## config.mk

```make
export PLATFORM = sky130hd
export DESIGN_NAME = emp_encoder_top
export DESIGN_NICKNAME = d
export VERILOG_FILES = /design/src/pkg/emp_pkg.sv /design/src/logic/emp_encoder_top.sv
export SDC_FILE = /design/constraint.sdc
export NUM_CORES = 1
export LEC_CHECK = 0
export CORE_MARGIN = 2
export CORE_UTILIZATION = 44
export DETAILED_ROUTE_END_ITERATION = 8
export DONT_BUFFER_PORTS = 1
export GPL_TIMING_DRIVEN = 0
export SETUP_SLACK_MARGIN = 0.02
export SLEW_MARGIN = 20
export SYNTH_ARGS = -nofsm -noshare
export SYNTH_HDL_FRONTEND = slang
export SYNTH_SLANG_ARGS = --single-unit
```

## constraint.sdc

```tcl
create_clock -name core_clk_i -period 6.8 [get_ports core_clk_i]
set_input_delay 0.68 -clock core_clk_i [delete_from_list [all_inputs] [get_ports core_clk_i]]
set_output_delay 0.68 -clock core_clk_i [all_outputs]
set_load 0.02 [all_outputs]
```

## src/pkg/emp_pkg.sv

```systemverilog
// Purpose: Shared constants of the encoder multiturn and pulse divider.
// Assumes: APB register map with one aligned 32-bit word per register.
// Notes: Encoder resolution is fixed by ENC_CPR below.
package emp_pkg;
  // Register byte offsets.
  localparam int unsigned ADDR_W = 12;
  localparam logic [ADDR_W-1:0] OFS_CTRL = 12'h000;
  localparam logic [ADDR_W-1:0] OFS_CMD = 12'h004;
  localparam logic [ADDR_W-1:0] OFS_LIMIT = 12'h008;
  localparam logic [ADDR_W-1:0] OFS_RATIO = 12'h00c;
  localparam logic [ADDR_W-1:0] OFS_STATUS = 12'h010;
  localparam logic [ADDR_W-1:0] OFS_MTURN = 12'h014;
  localparam logic [ADDR_W-1:0] OFS_POS = 12'h018;
  localparam logic [ADDR_W-1:0] OFS_IRQ_STS = 12'h01c;
  localparam logic [ADDR_W-1:0] OFS_IRQ_MASK = 12'h020;
  // Field positions.
  localparam int unsigned CTRL_USAGE = 0;
  localparam int unsigned CTRL_ROTDIR = 1;
  localparam int unsigned CMD_RESTART = 0;
  localparam int unsigned CMD_ALMRST = 1;
  localparam int unsigned CMD_MTRST = 2;
  localparam int unsigned ST_ABS = 0;
  localparam int unsigned ST_ALM_MIS = 1;
  localparam int unsigned ST_ALM_BAT = 2;
  localparam int unsigned ST_FIT_INC = 3;
  localparam int unsigned ST_SINGLE = 4;
  localparam int unsigned IRQ_MIS = 0;
  localparam int unsigned IRQ_BAT = 1;
  localparam int unsigned IRQ_WRAP = 2;
  localparam int unsigned IRQ_IDX = 3;
  localparam int unsigned IRQ_W = 4;
  // Encoder usage codes.
  localparam logic USAGE_ABS = 1'b0;
  localparam logic USAGE_INC = 1'b1;
  // Multiturn limit.
  localparam int unsigned MT_W = 16;
  localparam logic [MT_W-1:0] MT_LIMIT_DEF = 16'h000a;
  // Dividing ratio, in pulses per revolution.
  localparam int unsigned RATIO_W = 16;
  localparam logic [RATIO_W-1:0] RATIO_MIN = 16'h0010;
  localparam logic [RATIO_W-1:0] RATIO_MAX = 16'h4000;
  localparam logic [RATIO_W-1:0] RATIO_DEF = 16'h4000;
  // Encoder counts per revolution and the divider accumulator.
  localparam int unsigned POS_W = 17;
  localparam int unsigned ACC_W = 18;
  localparam int unsigned QUAD_SHIFT = 2;
  localparam logic [ACC_W-1:0] ENC_CPR = 18'h20000;
  localparam logic [POS_W-1:0] POS_LAST = 17'h1ffff;
  localparam logic [RATIO_W-1:0] RATIO_CAP = 16'h8000;
endpackage : emp_pkg

```

## src/logic/emp_encoder_top.sv

```systemverilog
// Purpose: Encoder usage, alarms, multiturn counter and pulse divider.
// Assumes: Encoder interface logic on core_clk_i delivers step pulses.
// Notes: Restart settings latch at reset release or on a restart command.
////////////////////////////////////////////////////////////////////////
// What this block does
// - Usage 0 means absolute, 1 incremental, taken only at restart.
// - Absolute use with an incremental encoder raises an alarm.
// - Encoder alarms hold until alarm reset and multiturn reset are done.
// - In absolute mode the retained position is loaded at restart.
// - The multiturn limit acts only in absolute use and latches at restart.
// - Off default, reverse from count 0 loads limit minus one.
// - Off default, forward from limit minus one wraps the count to 0.
// - Single-turn or incremental use holds the multiturn count at 0.
// - Phases A and B are a quadrature pair a quarter period apart.
// - The index output follows the encoder index without division.
// - The rotation direction setting does not change the A/B form.
// - The divider emits the latched ratio of pulses per revolution.
// - The ratio is capped by what the encoder resolution supports.
module emp_encoder_top
  import emp_pkg::*;
(
  input wire logic core_clk_i,
  input wire logic nrst_i,
  input wire logic psel_i,
  input wire logic penable_i,
  input wire logic pwrite_i,
  input wire logic [ADDR_W-1:0] paddr_i,
  input wire logic [31:0] pwdata_i,
  output logic [31:0] prdata_o,
  output logic pready_o,
  output logic pslverr_o,
  input wire logic enc_step_i,
  input wire logic enc_dir_i,
  input wire logic enc_index_i,
  input wire logic enc_fitted_incr_i,
  input wire logic enc_single_turn_i,
  input wire logic enc_batt_fail_i,
  input wire logic [MT_W-1:0] enc_mturn_init_i,
  input wire logic [POS_W-1:0] enc_pos_init_i,
  output logic divided_phase_a_out_o,
  output logic divided_phase_b_out_o,
  output logic index_phase_out_o,
  output logic irq_o
);

  // Clamp a dividing ratio to its range and to the encoder resolution.
  function automatic logic [RATIO_W-1:0] clamp_ratio(
    input logic [RATIO_W-1:0] v);
    logic [RATIO_W-1:0] r;
    r = v;
    if (r < RATIO_MIN) r = RATIO_MIN;
    if (r > RATIO_MAX) r = RATIO_MAX;
    if (r > RATIO_CAP) r = RATIO_CAP;
    return r;
  endfunction : clamp_ratio

  // Quadrature phase pair {A, B} for a two-bit position count.
  function automatic logic [1:0] quad_ab(input logic [1:0] c);
    return {c[1] ^ c[0], c[1]};
  endfunction : quad_ab

  logic pready_q, pslverr_q, hit, wr_en, cap_en;
  logic [31:0] prdata_q, rdata;
  logic usage_cfg_q, rotdir_q, abs_q, boot_q, latch_now;
  logic [MT_W-1:0] limit_cfg_q, limit_q, mt_q, lim_m1;
  logic [RATIO_W-1:0] ratio_cfg_q, ratio_q;
  logic cmd_restart, cmd_almrst, cmd_mtrst;
  logic [POS_W-1:0] pos_q, acc_q, acc_d;
  logic [ACC_W-1:0] inc, sum;
  logic q_fwd, q_rev, pa_q, pb_q, pc_q;
  logic [1:0] qcnt_q, qcnt_d;
  logic mt_live, lim_on, fwd_wrap, rev_wrap, wrap_lim;
  logic alm_mis_q, alm_bat_q, ar_done_q, mr_done_q;
  logic mis_set, both_done;
  logic [IRQ_W-1:0] irq_sts_q, irq_mask_q, irq_set, irq_clr;
  logic irq_q;

  ////////////////////////////////////////////////////////////////////////
  // APB slave with one wait state; writes land on the pready edge.
  assign wr_en = psel_i & penable_i & pready_q & pwrite_i;
  assign cap_en = psel_i & penable_i & ~pready_q;

  always_ff @(posedge core_clk_i) begin
    if (!nrst_i) begin
      pready_q <= 1'b0;
      pslverr_q <= 1'b0;
      prdata_q <= '0;
    end else begin
      pready_q <= cap_en;
      pslverr_q <= cap_en & ~hit;
      if (cap_en && !pwrite_i) prdata_q <= rdata;
    end
  end

  // Read decode; an unmapped address answers with pslverr.
  always_comb begin
    rdata = '0;
    hit = 1'b1;
    case (paddr_i)
      OFS_CTRL: begin
        rdata[CTRL_USAGE] = usage_cfg_q;
        rdata[CTRL_ROTDIR] = rotdir_q;
      end
      OFS_CMD: rdata = '0;
      OFS_LIMIT: rdata[MT_W-1:0] = limit_cfg_q;
      OFS_RATIO: rdata[RATIO_W-1:0] = ratio_cfg_q;
      OFS_STATUS: begin
        rdata[ST_ABS] = abs_q;
        rdata[ST_ALM_MIS] = alm_mis_q;
        rdata[ST_ALM_BAT] = alm_bat_q;
        rdata[ST_FIT_INC] = enc_fitted_incr_i;
        rdata[ST_SINGLE] = enc_single_turn_i;
      end
      OFS_MTURN: rdata[MT_W-1:0] = mt_q;
      OFS_POS: rdata[POS_W-1:0] = pos_q;
      OFS_IRQ_STS: rdata[IRQ_W-1:0] = irq_sts_q;
      OFS_IRQ_MASK: rdata[IRQ_W-1:0] = irq_mask_q;
      default: hit = 1'b0;
    endcase
  end

  // Command pulses exist only for the write's completing cycle.
  assign cmd_restart = wr_en & (paddr_i == OFS_CMD) & pwdata_i[CMD_RESTART];
  assign cmd_almrst = wr_en & (paddr_i == OFS_CMD) & pwdata_i[CMD_ALMRST];
  assign cmd_mtrst = wr_en & (paddr_i == OFS_CMD) & pwdata_i[CMD_MTRST];

  // Writable settings; the rotation setting is kept but never reaches A/B.
  always_ff @(posedge core_clk_i) begin
    if (!nrst_i) begin
      usage_cfg_q <= USAGE_ABS;
      rotdir_q <= 1'b0;
      limit_cfg_q <= MT_LIMIT_DEF;
      ratio_cfg_q <= RATIO_DEF;
    end else if (wr_en) begin
      if (paddr_i == OFS_CTRL) begin
        usage_cfg_q <= pwdata_i[CTRL_USAGE];
        rotdir_q <= pwdata_i[CTRL_ROTDIR];
      end
      if (paddr_i == OFS_LIMIT) limit_cfg_q <= pwdata_i[MT_W-1:0];
      if (paddr_i == OFS_RATIO) ratio_cfg_q <= pwdata_i[RATIO_W-1:0];
    end
  end

  ////////////////////////////////////////////////////////////////////////
  // Restart latch: once after reset release, and on each restart command.
  assign latch_now = boot_q | cmd_restart;

  always_ff @(posedge core_clk_i) begin
    if (!nrst_i) begin
      boot_q <= 1'b1;
      abs_q <= 1'b1;
      limit_q <= MT_LIMIT_DEF;
      ratio_q <= RATIO_DEF;
    end else begin
      boot_q <= 1'b0;
      if (latch_now) begin
        abs_q <= (usage_cfg_q == USAGE_ABS);
        limit_q <= limit_cfg_q;
        ratio_q <= clamp_ratio(ratio_cfg_q);
      end
    end
  end

  ////////////////////////////////////////////////////////////////////////
  // Single-turn position; wraps mark whole revolutions.
  assign fwd_wrap = enc_step_i & enc_dir_i & (pos_q == POS_LAST);
  assign rev_wrap = enc_step_i & ~enc_dir_i & (pos_q == '0);

  always_ff @(posedge core_clk_i) begin
    if (!nrst_i) begin
      pos_q <= '0;
    end else if (latch_now) begin
      pos_q <= (usage_cfg_q == USAGE_ABS) ? enc_pos_init_i : '0;
    end else if (enc_step_i) begin
      if (enc_dir_i) pos_q <= fwd_wrap ? '0 : pos_q + 1'b1;
      else pos_q <= rev_wrap ? POS_LAST : pos_q - 1'b1;
    end
  end

  // Multiturn count; the limit acts only when set off its default.
  assign mt_live = abs_q & ~enc_single_turn_i;
  assign lim_on = (limit_q != MT_LIMIT_DEF);
  assign lim_m1 = limit_q - 1'b1;
  assign wrap_lim = mt_live & lim_on & ~latch_now & ~cmd_mtrst &
    ((fwd_wrap & (mt_q == lim_m1)) | (rev_wrap & (mt_q == '0)));

  always_ff @(posedge core_clk_i) begin
    if (!nrst_i) begin
      mt_q <= '0;
    end else if (latch_now) begin
      mt_q <= ((usage_cfg_q == USAGE_ABS) && !enc_single_turn_i) ?
        enc_mturn_init_i : '0;
    end else if (!mt_live || cmd_mtrst) begin
      mt_q <= '0;
    end else if (fwd_wrap) begin
      mt_q <= (lim_on && mt_q == lim_m1) ? '0 : mt_q + 1'b1;
    end else if (rev_wrap) begin
      mt_q <= (lim_on && mt_q == '0) ? lim_m1 : mt_q - 1'b1;
    end
  end

  ////////////////////////////////////////////////////////////////////////
  // Rate divider: each count adds four times the ratio, so one revolution
  // yields four quadrature edges per output pulse; at most one per count.
  always_comb begin
    inc = ACC_W'(ratio_q) << QUAD_SHIFT;
    sum = ACC_W'(acc_q) + inc;
    acc_d = acc_q;
    q_fwd = 1'b0;
    q_rev = 1'b0;
    if (enc_step_i && enc_dir_i) begin
      if (sum >= ENC_CPR) begin
        acc_d = POS_W'(sum - ENC_CPR);
        q_fwd = 1'b1;
      end else begin
        acc_d = POS_W'(sum);
      end
    end else if (enc_step_i) begin
      if (ACC_W'(acc_q) < inc) begin
        acc_d = POS_W'(ACC_W'(acc_q) + ENC_CPR - inc);
        q_rev = 1'b1;
      end else begin
        acc_d = POS_W'(ACC_W'(acc_q) - inc);
      end
    end
    qcnt_d = qcnt_q;
    if (q_fwd) qcnt_d = qcnt_q + 1'b1;
    if (q_rev) qcnt_d = qcnt_q - 1'b1;
  end

  // Output phases follow motion only, so reverse mode keeps the same form.
  always_ff @(posedge core_clk_i) begin
    if (!nrst_i) begin
      acc_q <= '0;
      qcnt_q <= '0;
      pa_q <= 1'b0;
      pb_q <= 1'b0;
      pc_q <= 1'b0;
    end else begin
      acc_q <= latch_now ? '0 : acc_d;
      qcnt_q <= qcnt_d;
      {pa_q, pb_q} <= quad_ab(qcnt_d);
      pc_q <= enc_index_i;
    end
  end

  ////////////////////////////////////////////////////////////////////////
  // Encoder alarms; a new raise restarts the two clearing operations.
  assign mis_set = latch_now & (usage_cfg_q == USAGE_ABS) & enc_fitted_incr_i;
  assign both_done = ar_done_q & mr_done_q;

  always_ff @(posedge core_clk_i) begin
    if (!nrst_i) begin
      alm_mis_q <= 1'b0;
      alm_bat_q <= 1'b0;
      ar_done_q <= 1'b0;
      mr_done_q <= 1'b0;
    end else begin
      if (mis_set) alm_mis_q <= 1'b1;
      else if (both_done) alm_mis_q <= 1'b0;
      if (enc_batt_fail_i) alm_bat_q <= 1'b1;
      else if (both_done) alm_bat_q <= 1'b0;
      if (mis_set || enc_batt_fail_i || both_done) begin
        ar_done_q <= 1'b0;
        mr_done_q <= 1'b0;
      end else begin
        if (cmd_almrst) ar_done_q <= 1'b1;
        if (cmd_mtrst) mr_done_q <= 1'b1;
      end
    end
  end

  // Sticky interrupt flags, write one to clear; a new event beats a clear.
  assign irq_set = {enc_index_i, wrap_lim, enc_batt_fail_i, mis_set};
  assign irq_clr = (wr_en && paddr_i == OFS_IRQ_STS) ?
    pwdata_i[IRQ_W-1:0] : '0;

  always_ff @(posedge core_clk_i) begin
    if (!nrst_i) begin
      irq_sts_q <= '0;
      irq_mask_q <= '0;
      irq_q <= 1'b0;
    end else begin
      irq_sts_q <= (irq_sts_q & ~irq_clr) | irq_set;
      if (wr_en && paddr_i == OFS_IRQ_MASK)
        irq_mask_q <= pwdata_i[IRQ_W-1:0];
      irq_q <= |(irq_sts_q & irq_mask_q);
    end
  end

  assign prdata_o = prdata_q;
  assign pready_o = pready_q;
  assign pslverr_o = pslverr_q;
  assign divided_phase_a_out_o = pa_q;
  assign divided_phase_b_out_o = pb_q;
  assign index_phase_out_o = pc_q;
  assign irq_o = irq_q;
endmodule : emp_encoder_top

```

* Word-level counts from Yosys, hierarchy flattened
Cells that the tools add are included.
Storage, ports and cells: flip-flop bits (word level) 155, input bits 88, output and inout port bits 38, logic and storage cells 161
Operators by class: $add $sub $neg 12, magnitude comparators 5, eq/ne operators 11, mux-type cells 42, bitwise logic cells 38, reduce and logical (&&, ||, !) cells 28
Operator list (count):
- two-way mux 16 bit | 14
- two-way mux 17 bit | 10
- == test 12 x 5 -> 1 bit (second input constant) | 4
- one-hot mux 11 bit (4 select lines) | 1
- adder 17 x 1 -> 17 bit (second input constant) | 2
- subtractor 17 x 1 -> 17 bit (second input constant) | 2
- subtractor 17 bit | 2
- subtractor 16 x 1 -> 16 bit (second input constant) | 2
- == test 12 x 4 -> 1 bit (second input constant) | 2
- bitwise AND 1 bit | 23
- adder 17 x 18 -> 18 bit | 1
- >= comparator 18 bit (second input constant) | 1
- < comparator 17 x 18 -> 1 bit | 1
- == test 17 bit (second input constant) | 1
- logical NOT 17 bit | 1
- adder 16 x 1 -> 16 bit (second input constant) | 1
- == test 16 bit | 1
- greater-than comparator 16 x 15 -> 1 bit (second input constant) | 1
- greater-than comparator 16 bit (second input constant) | 1
- logical NOT 16 bit | 1
- < comparator 16 x 5 -> 1 bit (second input constant) | 1
- inequality test 16 x 4 -> 1 bit (second input constant) | 1
- one-hot mux 2 bit (8 select lines) | 1
- one-hot mux 2 bit (7 select lines) | 1
- other kinds (24) | 60

* Depth between registers and ports, before layout
depth in word-level cells 14, mapped depth 15, gate-level depth less buffers 15

* Least setup slack after synthesis
No wires, ideal clock.
kind reg-to-reg, start point register pos_q[3], end point register mt_q[12], library setup time 0.091 ns, arrival time 3.104 ns, required time 6.709 ns, setup slack 3.605 ns, stages on the path, launching flop included 15, path buffers 2, period minus slack after synthesis 3.195 ns, cell sequence dfxtp_1 clkbuf_1 nand3_1 nor3_1 and3_1 and3_1 and3_1 ha_1 inv_1 nor2_1 clkbuf_1 nor2_1 o211ai_1 o21ai_1 a311oi_1
Between the ends: word-level cells in the longest chain between the ends 5, elaborated cells on any way between the ends 8, those cells by class 1 x eq/ne; 3 x mux; 2 x bitwise; 2 x reduce/logical
RTL lines:
- from (decl) | RTL line emp_encoder_top.sv:68 | logic [POS_W-1:0] pos_q, acc_q, acc_d;
- from (signal assigned) | RTL line emp_encoder_top.sv:173 | pos_q <= (usage_cfg_q == USAGE_ABS) ? enc_pos_init_i : '0;
- from (signal assigned) | RTL line emp_encoder_top.sv:175 | if (enc_dir_i) pos_q <= fwd_wrap ? '0 : pos_q + 1'b1;
- from (signal assigned) | RTL line emp_encoder_top.sv:176 | else pos_q <= rev_wrap ? POS_LAST : pos_q - 1'b1;
- == test 17 bit | RTL line emp_encoder_top.sv:166 | assign fwd_wrap = enc_step_i & enc_dir_i & (pos_q == POS_LAST);
- bitwise AND 1 bit | RTL line emp_encoder_top.sv:166
- two-way mux 16 bit | RTL line emp_encoder_top.sv:195 | end else if (fwd_wrap) begin
- two-way mux 16 bit | RTL line emp_encoder_top.sv:193 | end else if (!mt_live || cmd_mtrst) begin
- two-way mux 16 bit | RTL line emp_encoder_top.sv:190 | end else if (latch_now) begin
- to (signal assigned) | RTL line emp_encoder_top.sv:191 | mt_q <= ((usage_cfg_q == USAGE_ABS) && !enc_single_turn_i) ?
- to (signal assigned) | RTL line emp_encoder_top.sv:196 | mt_q <= (lim_on && mt_q == lim_m1) ? '0 : mt_q + 1'b1;
- to (signal assigned) | RTL line emp_encoder_top.sv:198 | mt_q <= (lim_on && mt_q == '0) ? lim_m1 : mt_q - 1'b1;
- to (decl) | RTL line emp_encoder_top.sv:65 | logic [MT_W-1:0] limit_cfg_q, limit_q, mt_q, lim_m1;
Parallel ways exist; a longest one is shown, timed or not. A chain may end at the register's enable or synchronous reset.

* Final worst setup path
Same ends and word-level chain as after synthesis.

==> results.md <==
- IO Count: roughly 130
- Required @ worst endpoint: roughly 7.2 ns
- Register area: ~0.0030 mm^2
- # DRC: 0
- Crit Path Class: flop to flop
- Mapped Area: 0.01054 mm^2
- Critical path's most frequent cell: and3_1
- Synth top area share: 0.2887
- Most frequent cells in the layout: nand2_1, dfxtp_1, a21oi_1
- Worst VDD drop: between 0.0001 and 0.00015 V
- Final Setup Violations: 0
- Vias: about 11k
- Final #Nets: 1,548
- Area Overhead vs Synth: 10.31%
- Post-synth EDFFs: 0
- Initial antenna violation count: 0
- Most common cell after layout, fill and taps aside: nand2_1
- Final core utilization: 0.4953
- CP startpoint kind: flop
- Clk root buf: clkbuf_16
- Final min period: around 4.7 ns
- Final setup TNS: 0 ns
- Slew Viols, Final: 0
- Post-CTS sizing: 0
- Worst-skew pair later-pin latency: 0.45 ns
- Worst-margin pin slew: between 1 and 1.5 ns
- CP top delay family: simple AND/OR/NAND/NOR gates
- Post-synth top flop: dfxtp_1
- Critical path's largest stage delay: 0.67 ns
- Routed WL: 40,170 um
- Final HPWL from detailed placement: ~30,000 um
- Tot Pwr: between 0.002 and 0.0025 W
- Fmax: around 210 MHz
- RSZ-0062 raised after global routing: no
- Core Region: approximately 0.023 mm^2
- Number of global-route vias before repair: approximately 10k
- Post-synth top area cell: dfxtp_1
- WL/cell: approximately 23 um
- Die Height: between 150 and 200 um
- Async SR Flop Fraction: 0
- Worst Clk Skew: about 0.017 ns
- PortBufs: 0
- Crit share post-route: 0.6897
- Worst EP arrival: 5.05 ns
- H-tree depth: 4
- Synth warn: 0
- Die area: between 0.02 and 0.03 mm^2
- Final WS setup: about 2.1 ns
- Crit path capture type: flop
- TritonCTS clock tree: built
- First DRT Iteration DRCs: 1,206
- Mean Syn Cell Area: around 7.6 um^2
- DR vias/cell: 6.223
- Postcts setup bufs: 0
- CTS clk-pin slew, worst paths: roughly 0.08 ns
- Drt pass-1 iters: 9
- Synth cell types: 89
- Worst hold path type: primary input to flop
- #FFs+latches synth: between 150 and 200
- First-pass GRT wire length: 60,690 um
- Starting density of the core: 0.4490
- Num rows: 56
- Clock Sinks: about 150
- Clock buffer count from CTS: 17
- Status: finished, final reports clean
- Sequential element share of the synthesized area: 0.2887
- FILL cells: 2,353
- Worst Path Buf+Inv: 3
- Placer congestion estimate: about 0.95
- Global-route usage over all layers: 0.3115
- Synth top area cells: dfxtp_1, nand2_1, a21oi_1
- Chip width: ~160 um
- MaxCap Viol Count: 0
- PwrDens: 206.8 mW/mm^2
- Share of layout cells above drive strength 1: 0.07816
- Max clock buf depth: 2
- Hold-fix buffers, CTS: 0
- Leakage power: about 4.4 nW
- Slew margin rel.: 0.2921
- Slowest CP cell: nor2_1
- Setup slack after placement: between 2 and 2.5 ns
- Largest net degree at the start of global routing: 19
- Final hold vios: 0
- Cell count after synthesis: between 1k and 1.5k
- Max FO, Critical Path: 10
- Post-route ant nets: 0
- WHS: 0.3543 ns
- Multi-input combinational cell area: around 0.0068 mm^2
- Grt ovf: 0
- CP cell instances: clkbuf_1, nand3_1, nor3_1, and3_1, and3_1, and3_1, ha_1, inv_1, nor2_1, clkbuf_1, nor2_1, o211ai_1, o21ai_1, a311oi_1
-- final timing paths --
| check | from | end | slack (ns) | cells after the start |
|---|---|---|---|---|
| worst max-delay path | pos_q[3]$_SDFFE_PN0P_ | mt_q[12]$_SDFFE_PN0P_ | 2.11 | 14 |
| worst min-delay path | pwdata_i[1] | limit_cfg_q[1]$_SDFFE_PN1P_ | 0.35 | 2 |
| worst max register to register | pos_q[3]$_SDFFE_PN0P_ | mt_q[12]$_SDFFE_PN0P_ | 2.11 | 14 |
| worst min register to register | mr_done_q$_SDFFE_PP0P_ | mr_done_q$_SDFFE_PP0P_ | 0.47 | 2 |
-- state kept, by name (all words and copies together) (netlist names), 4 cells and up --
register	count
acc_q	15
irq_mask_q	4
irq_sts_q	4
limit_cfg_q	16
limit_q	16
mt_q	16
pos_q	17
prdata_o	17
ratio_cfg_q	16
ratio_q	16
-- cells in the mapped netlist, types with 23 or more instances --
master / count
nor2_1: 103
o21ai_0: 74
mux2i_1: 39
nand3_1: 46
inv_1: 42
a31oi_1: 23
clkbuf_1: 69
dfxtp_1: 152
nand2_1: 177
nor3_1: 57
ha_1: 38
a21oi_1: 126
xnor2_1: 43
-- logic make-up after synthesis --
group                    count (synthesis)  share of synthesized area
AND/OR/NAND/NOR                        527                     0.2490
AO/OA/AOI/OAI                          389                     0.2398
buffers and inverters                  167                    0.07147
flip-flops                             152                     0.2887
XOR/XNOR                                68                    0.06043
multiplexers                            43                    0.04131
adder cells (fa/ha/maj)                 40                    0.04891
other                                    1                  0.0003558
-- layer usage --
| layer | part of all wire | vias up | wire, um | GRT usage |
|---|---|---|---|---|
| met3 | 0.13 | 86 | 5101 | 0.1048 |
| met2 | 0.41 | 627 | 16660 | 0.4500 |
| met4 | 0.028 | 0 | 1106 | 0.1001 |
| met5 | 0 | - | 0 | 0 |
| li1 | - | 5080 | - | - |
| met1 | 0.43 | 5116 | 17310 | 0.4343 |
-- where the power goes --
group,internal [W],switching [W],total (W)
Sequential,0.000918,0.0000397,0.000958
Clock,0.000534,0.000484,0.00102
Combinational,0.000150,0.000278,0.000428
-- layout make-up --
cell class / instances / area share
diodes: 1 / 0.0002153
plain buffers: 122 / 0.05026
clock buffers: 17 / 0.03659
clock inverters: 15 / 0.01733
inverters: 45 / 0.01453
multi-input cells: 1082 / 0.5850
flip-flops and latches: 152 / 0.2618
well taps: 319 / 0.03433
-- metrics by stage --
stage / instances / area (um^2)
after floorplan: 1401 / 10590
after global placement: 1720 / 10990
after detailed placement: 1720 / 11000
after CTS: 1752 / 11620
after global routing: 1752 / 11620
final: 1753 / 11620
-- worst register-to-register path, delay by kind of cell, from the launching register on --
| family | cells | cell delay (ns) |
|---|---|---|
| AO/OA/AOI/OAI | 3 | 0.51 |
| buffers and inverters | 3 | 1.17 |
| AND/OR/NAND/NOR | 7 | 2.25 |
| adder cells (fa/ha/maj) | 1 | 0.32 |
| flip-flops | 1 | 0.36 |
Note: power is estimated with default switching activity, not from simulation.
